[config.mk]
export PLATFORM = sky130hd
export DESIGN_NAME = prescaled_down_timer
export DESIGN_NICKNAME = d
export VERILOG_FILES = /design/src/hdl/timer_pkg.sv /design/src/hdl/timer_pin_sync.sv /design/src/hdl/timer_int_clock.sv /design/src/hdl/prescaled_down_timer.sv
export SDC_FILE = /design/constraint.sdc
export NUM_CORES = 1
export LEC_CHECK = 0
export BUFFER_PORTS_ARGS = -buffer_cell sky130_fd_sc_hd__buf_2
export CORE_UTILIZATION = 45
export DETAILED_ROUTE_END_ITERATION = 16
export PLACE_DENSITY = 0.86
export SYNTH_ARGS = -nofsm -noshare
export SYNTH_HDL_FRONTEND = slang
export SYNTH_SLANG_ARGS = --single-unit
[constraint.sdc]
create_clock -name pclk -period 2.2 [get_ports pclk]
set_clock_uncertainty 0.1 [all_clocks]
set_input_delay 0.33 -clock pclk [delete_from_list [all_inputs] [get_ports pclk]]
set_output_delay 0.33 -clock pclk [all_outputs]
set_load 0.05 [all_outputs]
[src/hdl/timer_pkg.sv]
// constants, types and decode helpers shared by the prescaled down timer
// assumes one clock domain (pclk) and an apb slave with 32-bit data
package timer_pkg;

    // register indices; byte address is four times the index
    localparam logic [7:0]  PRESC_INDEX     = 8'hd2;
    localparam logic [7:0]  COUNT_INDEX     = 8'hd3;
    localparam logic [7:0]  STATUS_INDEX    = 8'hd4;
    localparam int          ADDR_WIDTH      = 12;
    localparam logic [11:0] PRESC_ADDR      = {2'h0, PRESC_INDEX, 2'h0};
    localparam logic [11:0] COUNT_ADDR      = {2'h0, COUNT_INDEX, 2'h0};
    localparam logic [11:0] STATUS_ADDR     = {2'h0, STATUS_INDEX, 2'h0};

    // status/control field positions
    localparam int          ZERO_BIT        = 7;
    localparam int          IRQ_EN_BIT      = 6;
    localparam int          DIR_BIT         = 5;
    localparam int          DATA_BIT        = 4;
    localparam int          RUN_BIT         = 3;
    localparam int          TAP_MSB         = 2;
    localparam int          TAP_LSB         = 0;

    // reset values
    localparam logic [6:0]  PRESC_INIT      = 7'h7f;
    localparam logic [7:0]  COUNT_INIT      = 8'hff;
    localparam logic [7:0]  COUNT_ZERO      = 8'h00;
    localparam logic [2:0]  TAP_INIT        = 3'h0;

    // internal counting clock is the core clock divided by this
    localparam int          INT_DIV         = 12;
    localparam logic [3:0]  INT_DIV_LAST    = 4'(INT_DIV - 1);

    // operating modes from direction and data bits
    typedef enum logic [1:0] {
        MODE_EVENT  = 2'b00,
        MODE_GATED  = 2'b01,
        MODE_OUTPUT = 2'b10
    } timer_mode_type;

    // mode decode, used by the counting path and the checks
    function automatic timer_mode_type mode_of(input logic dir, input logic data);
        timer_mode_type m;
        m = MODE_EVENT;
        if (dir)
            m = MODE_OUTPUT;
        else if (data)
            m = MODE_GATED;
        return m;
    endfunction : mode_of

    // true when the low tap bits of the prescaler are zero: period complete
    function automatic logic tap_hit(input logic [6:0] presc, input logic [2:0] tap);
        logic [7:0] mask;
        mask = (8'h01 << tap) - 8'h01;
        return (({1'b0, presc} & mask) == 8'h00);
    endfunction : tap_hit

endpackage : timer_pkg

[src/hdl/timer_pin_sync.sv]
// two-flop synchroniser for the timer pin, with level and rising-edge pulse
// assumes the pin is asynchronous to pclk
`timescale 1ns/100ps
`default_nettype none
module timer_pin_sync
    import timer_pkg::*;
(
    input  wire logic pclk,
    input  wire logic presetn,
    input  wire logic pin_raw,
    output logic      pin_level,
    output logic      pin_rise
);
    logic meta_reg;  // first stage, read only by sync_reg
    logic sync_reg;  // second stage
    logic last_reg;  // previous synchronised level

    // synchroniser chain and edge history
    always_ff @(posedge pclk or negedge presetn) begin
        if (!presetn) begin
            meta_reg <= 1'b0;
            sync_reg <= 1'b0;
            last_reg <= 1'b0;
        end else begin
            meta_reg <= pin_raw;
            sync_reg <= meta_reg;
            last_reg <= sync_reg;
        end
    end

    assign pin_level = sync_reg;
    assign pin_rise  = sync_reg & ~last_reg;
endmodule : timer_pin_sync
`default_nettype wire

[src/hdl/timer_int_clock.sv]
// divide-by-twelve tick generator that forms the internal counting clock
// assumes pclk is the core clock
`timescale 1ns/100ps
`default_nettype none
module timer_int_clock
    import timer_pkg::*;
(
    input  wire logic pclk,
    input  wire logic presetn,
    output logic      int_tick
);
    logic [3:0] div_reg;  // free-running divider

    // counts 0..INT_DIV-1 and wraps; a tick once per wrap
    always_ff @(posedge pclk or negedge presetn) begin
        if (!presetn)
            div_reg <= 4'h0;
        else if (div_reg == INT_DIV_LAST)
            div_reg <= 4'h0;
        else
            div_reg <= div_reg + 4'h1;
    end

    assign int_tick = (div_reg == INT_DIV_LAST);
endmodule : timer_int_clock
`default_nettype wire

[src/hdl/prescaled_down_timer.sv]
// 8-bit down timer with 7-bit prescaler, apb register slave and timer pin
// assumes an apb master on pclk; pin is pin_in / pin_out / pin_oe
//
// Register access over APB is this design's own decision.
`timescale 1ns/100ps
`default_nettype none
module prescaled_down_timer
    import timer_pkg::*;
(
    input  wire logic                  pclk,
    input  wire logic                  presetn,
    input  wire logic                  psel,
    input  wire logic                  penable,
    input  wire logic                  pwrite,
    input  wire logic [ADDR_WIDTH-1:0] paddr,
    input  wire logic [31:0]           pwdata,
    output logic      [31:0]           prdata,
    output logic                       pready,
    output logic                       pslverr,
    input  wire logic                  pin_in,
    output logic                       pin_out,
    output logic                       pin_oe,
    output logic                       timer_irq
);
    // register state
    logic [6:0]     presc_reg;      // prescaler count
    logic [7:0]     count_reg;      // timer count
    logic           zero_flag_reg;  // sticky underflow flag
    logic           irq_en_reg;     // interrupt enable
    logic           dir_reg;        // pin direction select
    logic           data_reg;       // pin data / input sub-mode
    logic           run_reg;        // prescaler run
    logic [2:0]     tap_reg;        // prescaler tap select
    // bus answer registers
    logic           pready_reg;
    logic [31:0]    prdata_reg;
    logic           pslverr_reg;
    // pin and interrupt output registers
    logic           pin_out_reg;
    logic           pin_oe_reg;
    logic           irq_reg;
    // combinational helpers
    logic           pin_level;      // synchronised pin
    logic           pin_rise;       // synchronised rising edge
    logic           int_tick;       // core clock / 12
    logic           access;         // access phase, answer not yet given
    logic           commit;         // edge where the master samples pready
    logic           hit_presc;
    logic           hit_count;
    logic           hit_status;
    logic           wr_presc;
    logic           wr_count;
    logic           wr_status;
    timer_mode_type mode;
    logic           src_tick;       // prescaler input clock event
    logic           step;           // prescaler decrements
    logic           count_tick;     // prescaler period complete
    logic           underflow;      // counter wraps 00h to ffh
    logic           zero_rise;      // flag low-to-high

    timer_pin_sync u_pin_sync (
        .pclk      (pclk),
        .presetn   (presetn),
        .pin_raw   (pin_in),
        .pin_level (pin_level),
        .pin_rise  (pin_rise)
    );

    timer_int_clock u_int_clock (
        .pclk     (pclk),
        .presetn  (presetn),
        .int_tick (int_tick)
    );

    // address decode and write strobes; writes land at the sampled-ready edge
    assign access     = psel & penable & ~pready_reg;
    assign commit     = psel & penable & pready_reg;
    assign hit_presc  = (paddr == PRESC_ADDR);
    assign hit_count  = (paddr == COUNT_ADDR);
    assign hit_status = (paddr == STATUS_ADDR);
    assign wr_presc   = commit & pwrite & hit_presc;
    assign wr_count   = commit & pwrite & hit_count;
    assign wr_status  = commit & pwrite & hit_status;

    // mode from direction and data bits
    assign mode = mode_of(dir_reg, data_reg);

    // select the prescaler input clock by mode
    always_comb begin
        case (mode)
            MODE_EVENT:  src_tick = pin_rise;
            MODE_GATED:  src_tick = int_tick & pin_level;
            MODE_OUTPUT: src_tick = int_tick;
            default:     src_tick = 1'b0;
        endcase
    end

    assign step       = run_reg & src_tick;
    assign count_tick = step & tap_hit(presc_reg, tap_reg);
    // a software write to the counter suppresses this wrap
    assign underflow  = count_tick & (count_reg == COUNT_ZERO) & ~wr_count;
    assign zero_rise  = underflow & ~zero_flag_reg;

    // one wait state: ready rises in the second access cycle
    always_ff @(posedge pclk or negedge presetn) begin
        if (!presetn)
            pready_reg <= 1'b0;
        else
            pready_reg <= access;
    end

    // read data and error captured with ready; unmapped reads zero and error
    always_ff @(posedge pclk or negedge presetn) begin
        if (!presetn) begin
            prdata_reg  <= 32'h0000_0000;
            pslverr_reg <= 1'b0;
        end else if (access) begin
            pslverr_reg <= ~(hit_presc | hit_count | hit_status);
            if (pwrite)
                prdata_reg <= 32'h0000_0000;
            else if (hit_presc)
                prdata_reg <= {25'h000_0000, presc_reg};
            else if (hit_count)
                prdata_reg <= {24'h00_0000, count_reg};
            else if (hit_status)
                prdata_reg <= {24'h00_0000, zero_flag_reg, irq_en_reg, dir_reg,
                               data_reg, run_reg, tap_reg};
            else
                prdata_reg <= 32'h0000_0000;
        end else begin
            pslverr_reg <= 1'b0;
        end
    end

    // prescaler: held at 7fh while stopped, writable while running
    always_ff @(posedge pclk or negedge presetn) begin
        if (!presetn)
            presc_reg <= PRESC_INIT;
        else if (!run_reg)
            presc_reg <= PRESC_INIT;
        else if (wr_presc)
            presc_reg <= pwdata[6:0];
        else if (step)
            presc_reg <= presc_reg - 7'h01;
    end

    // counter: write wins over the decrement in the same cycle
    always_ff @(posedge pclk or negedge presetn) begin
        if (!presetn)
            count_reg <= COUNT_INIT;
        else if (wr_count)
            count_reg <= pwdata[7:0];
        else if (count_tick)
            count_reg <= count_reg - 8'h01;
    end

    // zero flag: hardware sets, only software clears; set beats clear
    always_ff @(posedge pclk or negedge presetn) begin
        if (!presetn)
            zero_flag_reg <= 1'b0;
        else if (underflow)
            zero_flag_reg <= 1'b1;
        else if (wr_status)
            zero_flag_reg <= pwdata[ZERO_BIT];
    end

    // control fields of the status/control register
    always_ff @(posedge pclk or negedge presetn) begin
        if (!presetn) begin
            irq_en_reg <= 1'b0;
            dir_reg    <= 1'b0;
            data_reg   <= 1'b0;
            run_reg    <= 1'b0;
            tap_reg    <= TAP_INIT;
        end else if (wr_status) begin
            irq_en_reg <= pwdata[IRQ_EN_BIT];
            dir_reg    <= pwdata[DIR_BIT];
            data_reg   <= pwdata[DATA_BIT];
            run_reg    <= pwdata[RUN_BIT];
            tap_reg    <= pwdata[TAP_MSB:TAP_LSB];
        end
    end

    // pin latch: data bit captured only on the flag's rising edge
    always_ff @(posedge pclk or negedge presetn) begin
        if (!presetn)
            pin_out_reg <= 1'b0;
        else if (zero_rise)
            pin_out_reg <= data_reg;
    end

    // driver enable follows direction; input mode never drives the pin
    always_ff @(posedge pclk or negedge presetn) begin
        if (!presetn)
            pin_oe_reg <= 1'b0;
        else
            pin_oe_reg <= dir_reg;
    end

    // interrupt request level, one cycle behind flag and enable
    always_ff @(posedge pclk or negedge presetn) begin
        if (!presetn)
            irq_reg <= 1'b0;
        else
            irq_reg <= zero_flag_reg & irq_en_reg;
    end

    assign prdata    = prdata_reg;
    assign pready    = pready_reg;
    assign pslverr   = pslverr_reg;
    assign pin_out   = pin_out_reg;
    assign pin_oe    = pin_oe_reg;
    assign timer_irq = irq_reg;
endmodule : prescaled_down_timer
`default_nettype wire

=== Word level (Yosys, flattened, before mapping) ===
Index checks and enable logic that the tools add are counted.
W data, S select, Z words.

* Register bits after elaboration: 67
* Input bits: 50
* Output and inout port bits: 37

* $add $sub $neg: 4
* Equal/unequal tests: 7
* Shifts and indexed selects: 1
* Mux-type cells: 16
* Bitwise logic cells: 23
* Reduce and logical (&&, ||, !) cells: 5

{| class="wikitable"
|+ Operator list
! kind !! count
|-
| $mux W8 || 6
|-
| $eq A12 B10 Y1 const B || 3
|-
| $mux W7 || 3
|-
| $logic_not A8 Y1 || 2
|-
| $sub A8 B1 Y8 const B || 2
|-
| $and A1 B1 Y1 || 15
|-
| $and A7 B8 Y8 || 1
|-
| $shl A1 B3 Y8 const A || 1
|-
| $sub A7 B1 Y7 const B || 1
|-
| $not A1 Y1 || 5
|-
| $add A4 B1 Y4 const B || 1
|-
| $eq A4 B4 Y1 const B || 1
|-
| $mux W1 || 4
|-
| $mux W4 || 1
|-
| $reduce_bool A2 Y1 || 2
|-
| $ne A3 B1 Y1 const B || 1
|-
| $pmux W1 S3 || 1
|-
| $eq A2 B1 Y1 const B || 1
|-
| $eq A2 B2 Y1 const B || 1
|-
| $logic_not A2 Y1 || 1
|-
| $mux W2 || 1
|-
| $or A1 B1 Y1 || 2
|}

=== Logic depth before layout (Yosys ltp) ===
* Depth after elaboration: 9
* Mapped depth: 8

=== Modules after synthesis ===
Synthesis repeated with hierarchy kept, for this count alone.

* Cells, all modules: 247
* Area, all modules: 2427.3 um^2

{| class="wikitable"
|+ By module, submodules not included
! module !! times used !! cells each !! area an instance (um^2)
|-
| prescaled_down_timer || 1 || 229 || 2164.6
|-
| timer_int_clock || 1 || 14 || 173.9
|-
| timer_pin_sync || 1 || 4 || 88.8
|}

=== Worst setup path after synthesis ===
Ideal clock, no wire load.

* Kind: input to register
* Start: in paddr[1]
* End: reg pin_out_reg, in the netlist pin_out
* Arrival: 2.111 ns
* Required time: 1.975 ns
* Slack: -0.136 ns
* Stages: 7
* Path buffers: 2
* Cells stage by stage: or3_1 > or4_1 > buf_2 > or3_1 > clkbuf_1 > nand4_1 > mux2_2

* Cells in the longest elaborated chain, start to end: 5

{| class="wikitable"
|+ RTL lines
! what !! RTL line !! text
|-
| start, declared || prescaled_down_timer.sv:15 || <nowiki>input wire logic [ADDR_WIDTH-1:0] paddr,</nowiki>
|-
| $eq A12 B10 Y1 || prescaled_down_timer.sv:79 || <nowiki>assign hit_count = (paddr == COUNT_ADDR);</nowiki>
|-
| $and A1 B1 Y1 || prescaled_down_timer.sv:82 || <nowiki>assign wr_count = commit & pwrite & hit_count;</nowiki>
|-
| $not A1 Y1 || prescaled_down_timer.sv:101 || <nowiki>assign underflow = count_tick & (count_reg == COUNT_ZERO) & ~wr_count;</nowiki>
|-
| $and A1 B1 Y1 || prescaled_down_timer.sv:101 ||
|-
| $and A1 B1 Y1 || prescaled_down_timer.sv:102 || <nowiki>assign zero_rise = underflow & ~zero_flag_reg;</nowiki>
|-
| end signal, assigned || prescaled_down_timer.sv:189 || <nowiki>pin_out_reg <= data_reg;</nowiki>
|-
| end, declared || prescaled_down_timer.sv:39 || <nowiki>logic pin_out_reg;</nowiki>
|}

Every way passes these cells.
A chain may end at the register's enable or synchronous reset.

=== Final worst setup path ===
* Start: reg dir_reg
* End: reg pin_out_reg, in the netlist pin_out

* Cells in the longest elaborated chain, start to end: 8

{| class="wikitable"
|+ RTL lines
! what !! RTL line !! text
|-
| start, declared || prescaled_down_timer.sv:30 || <nowiki>logic dir_reg;</nowiki>
|-
| start signal, assigned || prescaled_down_timer.sv:177 || <nowiki>dir_reg <= pwdata[DIR_BIT];</nowiki>
|-
| $mux W2 * || timer_pkg.sv:44 || <nowiki>if (dir)</nowiki>
|-
| $eq A2 B2 Y1 (tied with other cells) || prescaled_down_timer.sv:90 || <nowiki>case (mode)</nowiki>
|-
| $pmux W1 S3 * || prescaled_down_timer.sv:90 ||
|-
| $and A1 B1 Y1 * || prescaled_down_timer.sv:98 || <nowiki>assign step = run_reg & src_tick;</nowiki>
|-
| $and A1 B1 Y1 * || prescaled_down_timer.sv:99 || <nowiki>assign count_tick = step & tap_hit(presc_reg, tap_reg);</nowiki>
|-
| $and A1 B1 Y1 * (2 in a row) || prescaled_down_timer.sv:101 ||
|-
| $and A1 B1 Y1 * || prescaled_down_timer.sv:102 ||
|}

Every way passes the cells marked *; elsewhere a longest branch is shown, timed or not.

==> results.toml <==
[pwr]
switching_share_pct = 27.0
ir_worst_vdd_uv = 378
total_power_mw = 1.61
clkPwrFrac_pct = 38.3
leakage_nw = 1.35
pwr-share-comb_pct = 12.1
powerDensity_nw_per_um2 = 566
power.switching_uw = 434
power.internal_mw = 1.18
p_seq_share_pct = 49.6

[placed_design]
dp_cells = 366
dpl_worst_slack_ps = -273
port_buffers = 38
dpl_cell_area_sq_um = 2690
dpl.hpwl_microns = 3770
globalplace.congestion = 0.866

[route]
drtIter0Drc = 149
drtAntennaViolNets = 0
drc_errors = 0
viasPerCell = 5.11
num_vias = 1916
routedWlPerCell_microns = 13.6
first_pass_iters = 4
routed_wirelength_microns = 5110

[worst_setup_path]
critPathTopFamily = "simple AND/OR/NAND/NOR gates"
endpoint_kind = "register"
cp_num_cells = 6
r2r-start = "dir_reg"
cp_cell_sequence = "or4b_1 -> o31ai_4 -> nor4b_4 -> buf_6 -> nand4_1 -> mux2_2"
arrival_ps = 2220
startpoint = "dir_reg"
critPathRequiredTime_ps = 2290
reg2reg_to = "pin_out"
critPathSlowestCell = "or4b_1"
critPathMaxFanout = 11
crit_end = "pin_out"
crit_path_start_kind = "register"
regToRegSetupSlack_ps = 80
worstSetupPathType = "reg2reg"
crit_buf_inv = 1
reg2reg_depth = 6
cp_slowest_stage_delay_ps = 570

[global_route]
grt.overflow.total = 0
grt_pass1_wl_microns = 8290
antenna_found_initial = 0
track_usage_pct = 20.2
first_global_vias = 1836
grt_start_max_net_pins = 23

[floorplan]
rows = 26
io_pins = 87
die_w_microns = 75.0
initial_utilization_pct = 47.0
die_y_microns = 75.0
core_area_sq_um = 5110
die_area_sq_um = 5630

[layout]
fin_cells = 375
diodes = 0
nNetsFinal = 357
final_util_pct = 55.7
syn2layout_area_growth_pct = 18.5
fin_area_sq_um = 2840
nFillCells = 459
layout-drive-gt1-share_pct = 31.1

[synth]
synth_largest_area_cell = "dfrtp_1"
yosys.area.top_type_share_pct = 29.2
ys_types = 45
synthTopCellsByCount = "nand2_1 (38), dfrtp_1 (28), buf_4 (24)"
yosysSeqAreaShare_pct = 45.6
yosysMostFrequentCell = "nand2_1"
syn-instance-count = 250
synth-warning-count = 0
synth-edff-count = 0
syn_area_per_cell_sq_um = 9.60
synth.ff_latch_count = 43
postSynth.asyncResetShare_pct = 100
ys.flop_type = "dfrtp_1"
netlist_top_cells_area = "dfrtp_1 (29%), dfstp_2 (16%), buf_4 (7.5%)"
netlist_area_sq_um = 2400

[timing]
hold_violations = 0
drv_slew = 0
whs_ps = 29.5
period_needed_ps = 2120
worst_slew_pin_slew_ps = 504
fmax_mhz = 471
period_share_pct = 96.4
rsz0062_at_grt = "false"
setup_tns_ps = 0
fin_ws_ps = 78.7
setup_viol = 0
maxSlewHeadroom_pct = 66.4

[clocking]
path_clk_slew_ps = 90
clk_latency_ps = 300
h-tree-depth = 2
cts_buffers = 5
numClockSinks = 43
cts_tree = "built"
cts_buffer_depth = 2
cts_root_buf = "clkbuf_8"
post_cts_buffers = 0

[min_path]
min_path_type = "in2reg"

[run_status]
status = "finished, final reports clean"

[flow_run]
cap_violations = 0
[cell families after synthesis]
kind of cell               after synthesis  share of synthesized area [%]
xor gates and xnor gates                14                           5.11
and+or+nand+nor                         88                           18.6
DFF                                     43                           45.6
buffers and inverters                   42                           10.7
AOI/OAI and AO/OA                       46                           12.4
muxes                                   13                           5.84
other                                    1                          0.156
adders and majority gates                3                           1.56
[power groups by stage]
stage          Clock (mW)  Combinational (mW)  Sequential (mW)
3_3_place_gp            0               0.188            0.812
5_1_grt             0.661               0.210            0.799
4_1_cts             0.627               0.193            0.798
3_5_place_dp            0               0.191            0.813
2_1_floorplan           0               0.153            0.820
6_report            0.617               0.194            0.798
[how the worst min path moves through the flow]
| stage | start | endpoint | cells after the start |
|---|---|---|---|
| floorplan | presetn | data_reg | 0 |
| global route | pin_in | u_pin_sync.meta_reg | 1 |
| finish | pin_in | u_pin_sync.meta_reg | 1 |
| detailed placement | presetn | u_pin_sync.meta_reg | 1 |
| CTS | pin_in | u_pin_sync.meta_reg | 1 |
| global placement | presetn | u_int_clock.div_reg[1] | 1 |
[cell type report]
cell class / instances / area [sq um] / area share (%)
inverter: 8 / 30.0 / 1.06
clock inverter: 3 / 43.8 / 1.54
tap: 70 / 87.6 / 3.08
sequential: 43 / 1090 / 38.5
clock buffer: 5 / 68.8 / 2.42
multi-input combinational: 188 / 1160 / 40.8
timing repair buffer: 58 / 359 / 12.6
[what timing repair did]
item / CTS / global route
endpoints found under the hold margin: 13 / 0
hold buffers: 1 / 0
setup endpoints to repair: 0 / 12
gates resized for setup: 0 / 5
[per-layer routing]
| layer | global-route usage (%) | vias to the layer above | wire [microns] |
|---|---|---|---|
| met3 | 4.95 | 12 | 296 |
| met2 | 34.3 | 77 | 2480 |
| li1 | - | 923 | - |
| met4 | 10.9 | 0 | 129 |
| met5 | 0 | - | 0 |
| met1 | 23.4 | 904 | 2210 |
[placed cells by master (no fill, tap or decap), drive strengths merged, types with 2 or more instances in the layout]
master	synthesis	layout
buf	27	57
nand2	38	38
dfrtp	28	28
conb	1	24
dfstp	15	15
nor2	15	15
a21oi	12	12
o21ai	12	12
inv	8	8
mux2	8	8
o211ai	8	8
xnor2	7	7
xor2	7	7
nor3	7	7
nand4	6	6
mux2i	5	5
clkbuf	7	5
nand3	4	4
nand3b	3	3
nand2b	3	3
nor2b	3	3
o22ai	3	3
ha	3	3
or3	3	3
a22o	2	2
clkinv	0	2
[worst reg2reg max path, stage by stage, from the launching register on]
cell	delay, ps
dfrtp_1	380
or4b_1	570
o31ai_4	100
nor4b_4	280
buf_6	180
nand4_1	110
mux2_2	290
(Power assumes the default switching activity.)
